<file path="src/logic/srab_consts.svh">
// Constants for the serial register access bridge
// Notes on behaviour
// - The host link runs at 9600 baud with eight data bits, no parity and one stop bit.
// - Write codes 0x80, 0x82 and 0x84 pick offset, gain and configuration.
// - Read codes 0x90, 0x92, 0x94 and 0x96 pick offset, gain, configuration and result.
// - A write code is followed by three data bytes, low byte first, written as one word.
// - A read code makes the bridge fetch the register and return three bytes low first.
// - The converter is driven over chip select, serial clock, data in and data out.
// - While chip select is high the converter data output is ignored.
`ifndef SRAB_CONSTS_SVH
`define SRAB_CONSTS_SVH
`define SRAB_CLK_HZ 125000000
`define SRAB_BAUD 9600
`define SRAB_BAUD_CYC ((`SRAB_CLK_HZ + `SRAB_BAUD / 2) / `SRAB_BAUD)
`define SRAB_WR_OFFSET 8'h80
`define SRAB_WR_GAIN 8'h82
`define SRAB_WR_CONFIG 8'h84
`define SRAB_RD_OFFSET 8'h90
`define SRAB_RD_GAIN 8'h92
`define SRAB_RD_CONFIG 8'h94
`define SRAB_RD_RESULT 8'h96
`define SRAB_SPI_HALF 4'h8
`define SRAB_SPI_EDGES 7'h41
`define SRAB_FIFO_DEPTH 16
`endif

</file>
<file path="src/logic/srab_pkg.sv">
// Types shared by the serial register access bridge
package srab_pkg;
    typedef enum logic [1:0] {ST_IDLE, ST_GETD, ST_SPI, ST_SEND} srab_state_t;
    typedef struct packed {
        logic cs_n;
        logic sclk;
        logic mosi;
    } srab_spi_t;
endpackage

</file>
<file path="src/logic/srab_bridge.sv">
// Host command bridge: UART receive, byte FIFO, command engine, SPI master, UART send
`timescale 1ns/10ps
`include "srab_consts.svh"

module srab_fifo #(
    parameter int W = 8,
    parameter int D = 16
) (
    // Clock and reset
    input wire logic ref_clk,
    input wire logic rst_n,
    // Fill side
    input wire logic [W-1:0] in_data,
    input wire logic in_valid,
    output logic in_ready,
    // Drain side
    output logic [W-1:0] out_data,
    output logic out_valid,
    input wire logic out_ready
);
    localparam int AW = $clog2(D);
    logic [W-1:0] mem_q [D];
    logic [AW:0] wp_q, wp_d, rp_q, rp_d;
    logic push, pop;

    always_comb begin
        in_ready = (wp_q - rp_q) != (AW+1)'(D);
        out_valid = wp_q != rp_q;
        out_data = mem_q[rp_q[AW-1:0]];
        push = in_valid && in_ready;
        pop = out_valid && out_ready;
        wp_d = push ? wp_q + 1'b1 : wp_q;
        rp_d = pop ? rp_q + 1'b1 : rp_q;
    end

    always_ff @(posedge ref_clk) begin
        if (!rst_n) begin
            wp_q <= '0;
            rp_q <= '0;
        end else begin
            wp_q <= wp_d;
            rp_q <= rp_d;
        end
        if (push) begin
            mem_q[wp_q[AW-1:0]] <= in_data;
        end
    end
endmodule

module srab_bridge import srab_pkg::*; #(
    parameter logic [13:0] BAUD_DIV = 14'(`SRAB_BAUD_CYC)
) (
    // Clock and reset
    input wire logic ref_clk,
    input wire logic rst_n,
    // Host serial link
    input wire logic uart_rx,
    output logic uart_tx_q,
    // Converter port
    output srab_spi_t spi_q,
    input wire logic spi_miso,
    // Status
    output logic busy_q,
    output logic overrun_q
);
    function automatic logic is_cmd(input logic [7:0] b);
        case (b)
            `SRAB_WR_OFFSET, `SRAB_WR_GAIN, `SRAB_WR_CONFIG,
            `SRAB_RD_OFFSET, `SRAB_RD_GAIN, `SRAB_RD_CONFIG, `SRAB_RD_RESULT: is_cmd = 1'b1;
            default: is_cmd = 1'b0;
        endcase
    endfunction

    // Pin synchronisers
    logic rx_m_q, rx_s_q, mi_m_q, mi_s_q;
    always_ff @(posedge ref_clk) begin
        if (!rst_n) begin
            {rx_m_q, rx_s_q, mi_m_q, mi_s_q} <= 4'hf;
        end else begin
            rx_m_q <= uart_rx;
            rx_s_q <= rx_m_q;
            mi_m_q <= spi_miso;
            mi_s_q <= mi_m_q;
        end
    end

    // UART receiver, 8N1, LSB first
    logic rx_busy_q, rx_busy_d, rx_push;
    logic [13:0] rx_cnt_q, rx_cnt_d;
    logic [3:0] rx_n_q, rx_n_d;
    logic [7:0] rx_sh_q, rx_sh_d;
    logic f_ready, f_valid, f_pop, ovr_d;
    logic [7:0] f_data;

    always_comb begin
        rx_busy_d = rx_busy_q;
        rx_cnt_d = rx_cnt_q;
        rx_n_d = rx_n_q;
        rx_sh_d = rx_sh_q;
        rx_push = 1'b0;
        if (!rx_busy_q) begin
            if (!rx_s_q) begin
                rx_busy_d = 1'b1;
                rx_cnt_d = BAUD_DIV >> 1;
                rx_n_d = 4'h0;
            end
        end else if (rx_cnt_q != 14'h0) begin
            rx_cnt_d = rx_cnt_q - 14'h1;
        end else begin
            rx_cnt_d = BAUD_DIV - 14'h1;
            rx_n_d = rx_n_q + 4'h1;
            if (rx_n_q == 4'h0 && rx_s_q) begin
                rx_busy_d = 1'b0; // Glitch, not a start bit
            end else if (rx_n_q == 4'h9) begin
                rx_busy_d = 1'b0;
                rx_push = rx_s_q; // Bad stop bit drops the byte
            end else if (rx_n_q != 4'h0) begin
                rx_sh_d = {rx_s_q, rx_sh_q[7:1]};
            end
        end
        // Host cannot be paused, so a full FIFO loses the byte and flags it
        ovr_d = overrun_q || (rx_push && !f_ready);
    end

    always_ff @(posedge ref_clk) begin
        if (!rst_n) begin
            rx_busy_q <= 1'b0;
            rx_cnt_q <= 14'h0;
            rx_n_q <= 4'h0;
            rx_sh_q <= 8'h0;
            overrun_q <= 1'b0;
        end else begin
            rx_busy_q <= rx_busy_d;
            rx_cnt_q <= rx_cnt_d;
            rx_n_q <= rx_n_d;
            rx_sh_q <= rx_sh_d;
            overrun_q <= ovr_d;
        end
    end

    srab_fifo #(.W(8), .D(`SRAB_FIFO_DEPTH)) u_fifo (
        .ref_clk(ref_clk),
        .rst_n(rst_n),
        .in_data(rx_sh_q),
        .in_valid(rx_push),
        .in_ready(f_ready),
        .out_data(f_data),
        .out_valid(f_valid),
        .out_ready(f_pop)
    );

    // Command engine, SPI master and UART sender
    srab_state_t st_q, st_d;
    logic [1:0] bc_q, bc_d;
    logic [7:0] cmd_q, cmd_d;
    logic [23:0] data_q, data_d, in_q, in_d;
    logic [31:0] sh_q, sh_d;
    logic [3:0] hc_q, hc_d;
    logic [6:0] ec_q, ec_d;
    srab_spi_t spi_d;
    logic tx_busy_q, tx_busy_d, tx_q_d, tx_load;
    logic [13:0] tx_cnt_q, tx_cnt_d;
    logic [3:0] tx_n_q, tx_n_d;
    logic [8:0] tx_sh_q, tx_sh_d;

    always_comb begin
        st_d = st_q;
        bc_d = bc_q;
        cmd_d = cmd_q;
        data_d = data_q;
        in_d = in_q;
        sh_d = sh_q;
        hc_d = hc_q;
        ec_d = ec_q;
        spi_d = spi_q;
        f_pop = (st_q == ST_IDLE || st_q == ST_GETD) && f_valid;
        tx_load = 1'b0;
        tx_busy_d = tx_busy_q;
        tx_cnt_d = tx_cnt_q;
        tx_n_d = tx_n_q;
        tx_sh_d = tx_sh_q;
        tx_q_d = uart_tx_q;
        case (st_q)
            ST_IDLE: begin
                if (f_pop && is_cmd(f_data)) begin
                    cmd_d = f_data;
                    bc_d = 2'h0;
                    data_d = 24'h0;
                    st_d = f_data[4] ? ST_SPI : ST_GETD;
                end
            end
            ST_GETD: begin
                if (f_pop) begin
                    data_d = {f_data, data_q[23:8]};
                    bc_d = bc_q + 2'h1;
                    if (bc_q == 2'h2) begin
                        st_d = ST_SPI;
                    end
                end
            end
            ST_SPI: begin
                if (ec_q == 7'h0 && hc_q == 4'h0 && spi_q.cs_n) begin
                    spi_d.cs_n = 1'b0;
                    sh_d = {cmd_q, cmd_q[4] ? 24'h0 : data_q};
                    spi_d.mosi = cmd_q[7];
                    hc_d = 4'h1;
                end else if (hc_q != `SRAB_SPI_HALF - 4'h1) begin
                    hc_d = hc_q + 4'h1;
                end else begin
                    hc_d = 4'h0;
                    ec_d = ec_q + 7'h1;
                    if (ec_q < `SRAB_SPI_EDGES - 7'h1) begin
                        spi_d.sclk = !spi_q.sclk;
                        if (!spi_q.sclk) begin
                            in_d = {in_q[22:0], mi_s_q};
                        end else begin
                            sh_d = {sh_q[30:0], 1'b0};
                            spi_d.mosi = sh_q[30];
                        end
                    end else begin
                        spi_d.cs_n = 1'b1;
                        spi_d.mosi = 1'b0;
                        ec_d = 7'h0;
                        bc_d = 2'h0;
                        if (cmd_q[4]) begin
                            data_d = in_q;
                            st_d = ST_SEND;
                        end else begin
                            st_d = ST_IDLE;
                        end
                    end
                end
            end
            ST_SEND: begin
                if (!tx_busy_q) begin
                    if (bc_q == 2'h3) begin
                        st_d = ST_IDLE;
                    end else begin
                        tx_load = 1'b1;
                        bc_d = bc_q + 2'h1;
                    end
                end
            end
            default: st_d = ST_IDLE;
        endcase
        if (tx_load) begin
            tx_busy_d = 1'b1;
            tx_q_d = 1'b0;
            tx_sh_d = {1'b1, data_q[8*bc_q +: 8]};
            tx_n_d = 4'h9;
            tx_cnt_d = BAUD_DIV - 14'h1;
        end else if (tx_busy_q) begin
            if (tx_cnt_q != 14'h0) begin
                tx_cnt_d = tx_cnt_q - 14'h1;
            end else if (tx_n_q != 4'h0) begin
                tx_q_d = tx_sh_q[0];
                tx_sh_d = {1'b1, tx_sh_q[8:1]};
                tx_n_d = tx_n_q - 4'h1;
                tx_cnt_d = BAUD_DIV - 14'h1;
            end else begin
                tx_busy_d = 1'b0;
            end
        end
    end

    always_ff @(posedge ref_clk) begin
        if (!rst_n) begin
            st_q <= ST_IDLE;
            bc_q <= 2'h0;
            cmd_q <= 8'h0;
            data_q <= 24'h0;
            in_q <= 24'h0;
            sh_q <= 32'h0;
            hc_q <= 4'h0;
            ec_q <= 7'h0;
            spi_q <= '{cs_n: 1'b1, sclk: 1'b0, mosi: 1'b0};
            tx_busy_q <= 1'b0;
            tx_cnt_q <= 14'h0;
            tx_n_q <= 4'h0;
            tx_sh_q <= 9'h1ff;
            uart_tx_q <= 1'b1;
            busy_q <= 1'b0;
        end else begin
            st_q <= st_d;
            bc_q <= bc_d;
            cmd_q <= cmd_d;
            data_q <= data_d;
            in_q <= in_d;
            sh_q <= sh_d;
            hc_q <= hc_d;
            ec_q <= ec_d;
            spi_q <= spi_d;
            tx_busy_q <= tx_busy_d;
            tx_cnt_q <= tx_cnt_d;
            tx_n_q <= tx_n_d;
            tx_sh_q <= tx_sh_d;
            uart_tx_q <= tx_q_d;
            busy_q <= st_d != ST_IDLE;
        end
    end
endmodule

</file>
<file path="config.mk">
export PLATFORM = sky130hd
export DESIGN_NAME = srab_bridge
export DESIGN_NICKNAME = d
export VERILOG_FILES = /design/src/logic/srab_pkg.sv /design/src/logic/srab_bridge.sv
export VERILOG_INCLUDE_DIRS = /design/src /design/src/logic
export SDC_FILE = /design/constraint.sdc
export NUM_CORES = 1
export LEC_CHECK = 0
export ABC_AREA = 1
export BUFFER_PORTS_ARGS = -buffer_cell sky130_fd_sc_hd__buf_2
export CORE_MARGIN = 2
export CORE_UTILIZATION = 57
export CTS_BUF_LIST = sky130_fd_sc_hd__clkbuf_8 sky130_fd_sc_hd__clkbuf_16
export DETAILED_ROUTE_END_ITERATION = 7
export PLACE_DENSITY = 0.85
export SLEW_MARGIN = 20
export SYNTH_ARGS = -nofsm -noshare
export SYNTH_HDL_FRONTEND = slang
export SYNTH_SLANG_ARGS = --single-unit
</file>
<file path="constraint.sdc">
create_clock -name ref_clk -period 2.5 [get_ports ref_clk]
set_input_delay 0.25 -clock ref_clk [delete_from_list [all_inputs] [get_ports ref_clk]]
set_output_delay 0.25 -clock ref_clk [all_outputs]
set_load 0.02 [all_outputs]
</file>
# Word-level counts from Yosys, hierarchy flattened
# Memory sizes are Yosys's and may differ from the RTL's. A register that Yosys moved wholly into a read port is not among the register bits.
# Cells that the tools add are included.
# totals
register_bits	176
ramBits	128
output_inout_bits	6
n_memories	1
# mem_list
name	words	word_bits	rd	rd_ports_with_merged_regs	wr	line	text
u_fifo.mem_q	16	8	1	1	1	srab_bridge.sv:22	logic [W-1:0] mem_q [D];
# op_classes
addsub	10
n_lt_le_gt_ge	1
eq_ne	30
shifts	1
n_mux	85
bitwise	8
reduce_logical	45
# op_table
operator	count
$mux 24	7
$mux 31	4
$mux 14	7
$pmux 24 s3	1
$eq 8x8->1 const B	7
$mux 4	11
$mux 2	17
$mux 8	4
$mux 1	30
$reduce_bool 14->1	2
$sub 14x1->14 const B	2
$shiftx 24x6->8	1
$ne 2x2->1 const B	10
$pmux 2 s4	2
$reduce_and 3->1	5
$reduce_and 7->1	2
$reduce_bool 2->1	6
$add 5x1->5 const B	2
$reduce_and 5->1	2
$add 4x1->4 const B	2
$eq 2x2->1 const B	4
$logic_and 1x1->1	8
$logic_not 4->1	2
$not 1->1	8
24 further kinds	34

# Longest topological paths before layout
# logic_depth
word_depth	8
ltp_mapped	17
ltp_nobuf	16

# Cells and area by module
# A second synthesis with hierarchy kept.
# hier_totals
hier_cells	1722
area_unflattened_um2	14267.4
# modules_own_cells
mod	n_inst	cells_each	area_per_inst_um2
srab_bridge	1	1236	8361.8
srab_fifo	1	486	5905.7

# Worst setup path before layout
# Ideal clock, no wire load.
# synth_path
kind	reg-to-reg
start	reg rx_cnt_q[0]
end	mem u_fifo.mem_q[15][0], enable pin
setup_time_ns	0.374
arrival_ns	1.968
t_required_ns	2.126
path_slack_ns	0.158
stages_incl_launch_ff	15
path_buffers	0
period_less_slack_ns	2.342
cell_sequence	dfxtp_1 inv_1 ha_1 inv_1 nor2_1 nand2_1 nor2_1 nand2_1 nor2_1 nand2_1 nor2_1 nand2_1 inv_2 nand2_1 nor2_1
# synth_via
elab_chain_len	6
# synth_rtl
element	line	text
from (decl)	srab_bridge.sv:89	logic [13:0] rx_cnt_q, rx_cnt_d;
from (signal assigned)	srab_bridge.sv:134	rx_cnt_q <= rx_cnt_d;
$reduce_bool 14->1	srab_bridge.sv:107	end else if (rx_cnt_q != 14'h0) begin
$mux 1	srab_bridge.sv:107	
$mux 1	srab_bridge.sv:101	if (!rx_busy_q) begin
$logic_and 1x1->1	srab_bridge.sv:30	push = in_valid && in_ready;
$mux 1	srab_bridge.sv:44	if (push) begin
$mux 1 (not written as such)	srab_bridge.sv:45	mem_q[wp_q[AW-1:0]] <= in_data;
to (decl)	srab_bridge.sv:22	
# Every way passes these cells.

# Worst setup path after layout
# layout_path
start	reg st_q[0]
end	reg in_q[11]
# layout_via
elab_chain_len	2
# layout_rtl
element	line	text
from (decl)	srab_bridge.sv:153	srab_state_t st_q, st_d;
from (signal assigned)	srab_bridge.sv:284	st_q <= st_d;
$eq 2x2->1	srab_bridge.sv:183	case (st_q)
$reduce_and 5->1 (no source line)	--	
to (signal assigned)	srab_bridge.sv:288	in_q <= in_d;
to (decl)	srab_bridge.sv:156	logic [23:0] data_q, data_d, in_q, in_d;
# Every way passes these cells.
# A chain may end at the register's enable or synchronous reset.

==> summary.txt <==
Antenna violations before repair - 0
Final worst-path cycle share - 95.3%
Area grow syn2layout - 14.4%
Net Count, Synth - 1,619
Max Clk Rate - 420 MHz
Final Util - 66.3%
Sink Count - 308
Syn Std Cell Area - 13,600 um^2
WS Path Type - flip-flop to flip-flop
Core ar. - 23,500 um^2
Seq pwr share - 41.6%
DP HPWL - 20.6 mm
WL/cell - 17.1 um
Ys async rst share - 0%
Final Setup Violations - 0
Final worst setup slack - 0.116 ns
CP Data Required Time - 2.93 ns
Gr usage total - 26.2%
Slew Limit Headroom - 36.9%
Boundary Pins - 10
Port Buf Inserts - 9
Register area share after synthesis - 54.7%
Final Hold Viols - 0
HP Class - primary input to flip-flop
Root buffer cell - clkbuf_16
Pleak - 5.83 nW
RD Place Congestion - 0.923
Pwr dens - 833 nW/um^2
Tot Pwr - 0.0130 W
Max FO, Critical Path - 48
Sw Ratio - 28.7%
Residual DRC - 0
DR vias/cell - 5.95
Commonest non-fill, non-tap cell in the layout - nand2_1
Worst skew pair latency - 0.56 ns
Worst EP arrival - 2.81 ns
EDFF count, synth - 128
Global-route wire length before repair - 52.9 mm
Post-synthesis register bit count - 308
Starting utilization of the core area - 58.0%
Via count - 11,700
Slew Viols, Final - 0
TritonCTS Buffers - 29
GRT overflow - 0
Most frequent cells in the layout - 236 x nand2_1, 195 x inv_1, 179 x dfxtp_1
Antenna-violating nets left - 0
Crit. End Element - flip-flop
Die width - 159 um
Die height - 159 um
Vias in the first global route - 10,900
Nets - 1,647
Minimum clock period - 2.38 ns
Synth cell types - 49
Net switching power - 0.00372 W
Mean Syn Cell Area - 8.56 um^2
Fin Hold WS - 0.205 ns
P_int - 0.00926 W
RSZ-0062 raised after global routing - yes
Full die area - 25,100 um^2
Longest Clk Path Bufs - 3
CP dominant cell by count - inv_1
FP Rows - 56
Crit path launch type - flip-flop
Largest net degree at the start of global routing - 92
Layout cell share with drive strength beyond 1 - 10.5%
First-pass DRT Iterations - 6
Max-cap violations - 0
Status - finished, final reports clean
Drt first-iter violations - 1,469
H-tree depth - 1
Post-synth top flop - dfxtp_1
Final TNS setup - 0 ns
Worst slack at placement - 0.0488 ns
Clock-pin slew on the worst setup and hold paths - 0.07 ns
Synth Instances - 1,590
Clock Skews - 0.0179 ns
Crit-path cells - inv_1, ha_2, nand3_1, nor2_1, inv_1, nor2_4, inv_1, or2_1, buf_6, o21ai_0, a21oi_1
CTS tree - yes
# diodes - 0
WL final - 33.5 mm
VDD IR max - 698 uV
Comb power frac - 19.6%
Slowest stage cell on the critical path - dfxtp_1
Max incr delay on CP - 0.34 ns
Fillers - 1,681
Clock network power share - 38.8%
Synth warn - 0
Worst slew pin tran - 0.945 ns
-- worst max-delay path: cells and delay by family (launching register included) --
kind	cells	cell delay [ns]
AOI/OAI and AO/OA	2	0.38
adders and majority gates	1	0.28
buffers and inverters	4	0.56
DFF	1	0.34
and+or+nand+nor	4	0.69
-- cell usage after synthesis (20+ instances only) --
| master | number | share of area [%] |
|---|---|---|
| nand4_1 | 33 | 1.5 |
| a21oi_1 | 132 | 4.9 |
| o211ai_1 | 20 | 1.1 |
| nand3_1 | 87 | 3.2 |
| ha_1 | 25 | 2.3 |
| nand2_1 | 244 | 6.7 |
| o21ai_0 | 146 | 5.4 |
| edfxtp_1 | 128 | 28 |
| dfxtp_1 | 180 | 26 |
| nor3_1 | 26 | 0.96 |
| clkbuf_1 | 45 | 1.2 |
| buf_2 | 24 | 0.88 |
| nor2_1 | 165 | 4.6 |
| o22ai_1 | 41 | 1.9 |
| inv_1 | 196 | 5.4 |
-- state kept, by name (all words and copies together), names as in the netlist, 3 cells and up, named ones only --
register	flops
cmd_q	8
data_q	24
ec_q	7
hc_q	4
in_q	24
rx_cnt_q	14
rx_n_q	4
rx_sh_q	8
sh_q	31
spi_q	3
tx_cnt_q	14
tx_n_q	4
tx_sh_q	8
u_fifo.mem_q	128
u_fifo.rp_q	5
u_fifo.wp_q	5
-- routing by layer --
metal | share of wire (%) | GRT usage (%) | up-vias
li1 | - | - | 5447
met1 | 40 | 35.3 | 5407
met2 | 47 | 43.5 | 710
met3 | 10 | 3.95 | 101
met4 | 2.8 | 8.92 | 0
met5 | 0 | 0 | -
-- layout make-up --
type	instances	area (um^2)	area share, %
Multi-Input combinational cell	1001	5150	33.1
Timing Repair inverter	1	7.51	0.0482
Clock inverter	24	369	2.37
Clock buffer	30	739	4.75
Timing Repair Buffer	74	679	4.36
Tap cell	319	399	2.56
Inverter	203	776	4.98
Sequential cell	308	7450	47.9
-- power groups by stage --
stage | combinational [W] | clock, W | sequential (W)
2_1_floorplan | 0.00164 | 0 | 0.00546
3_3_place_gp | 0.00222 | 0 | 0.00547
3_5_place_dp | 0.00228 | 0 | 0.00548
4_1_cts | 0.00231 | 0.00504 | 0.00537
5_1_grt | 0.00277 | 0.00525 | 0.00540
6_report | 0.00255 | 0.00503 | 0.00540
-- logic make-up after synthesis --
group                      Yosys count  share of synthesized area (%)
buffers and inverters              281                           8.27
and+or+nand+nor                    580                           18.4
DFF                                308                           54.7
adders and majority gates           25                           2.30
xor gates and xnor gates             9                          0.579
AOI/OAI and AO/OA                  387                           15.7
-- stage by stage --
stage               instance area (um^2)  instances
floorplan                          13600       1590
global placement                   14200       1895
detailed placement                 14200       1895
CTS                                15300       1951
global route                       15600       1960
finish                             15600       1960
-- final timing paths --
| kind | slack [ns] | depth (start not counted) | startpoint | end |
|---|---|---|---|---|
| hold reg to reg | 0.42 | 1 | mi_m_q$_SDFF_PN1_ | mi_s_q$_SDFF_PN1_ |
| hold / removal | 0.20 | 3 | rst_n | tx_sh_q[7]$_SDFFE_PN1P_ |
| setup / recovery | 0.12 | 11 | st_q[0]$_SDFF_PN0_ | in_q[11]$_SDFFE_PN0P_ |
| setup reg to reg | 0.12 | 11 | st_q[0]$_SDFF_PN0_ | in_q[11]$_SDFFE_PN0P_ |
-- what timing repair did --
| item | in CTS | in global routing |
|---|---|---|
| endpoints found under the setup margin | 0 | 223 |
| resized for setup | 0 | 49 |
| hold buffers | 2 | 0 |
| hold endpoints to repair | 2 | 0 |
| buffers inserted | 0 | 5 |
(Power assumes the default switching activity.)
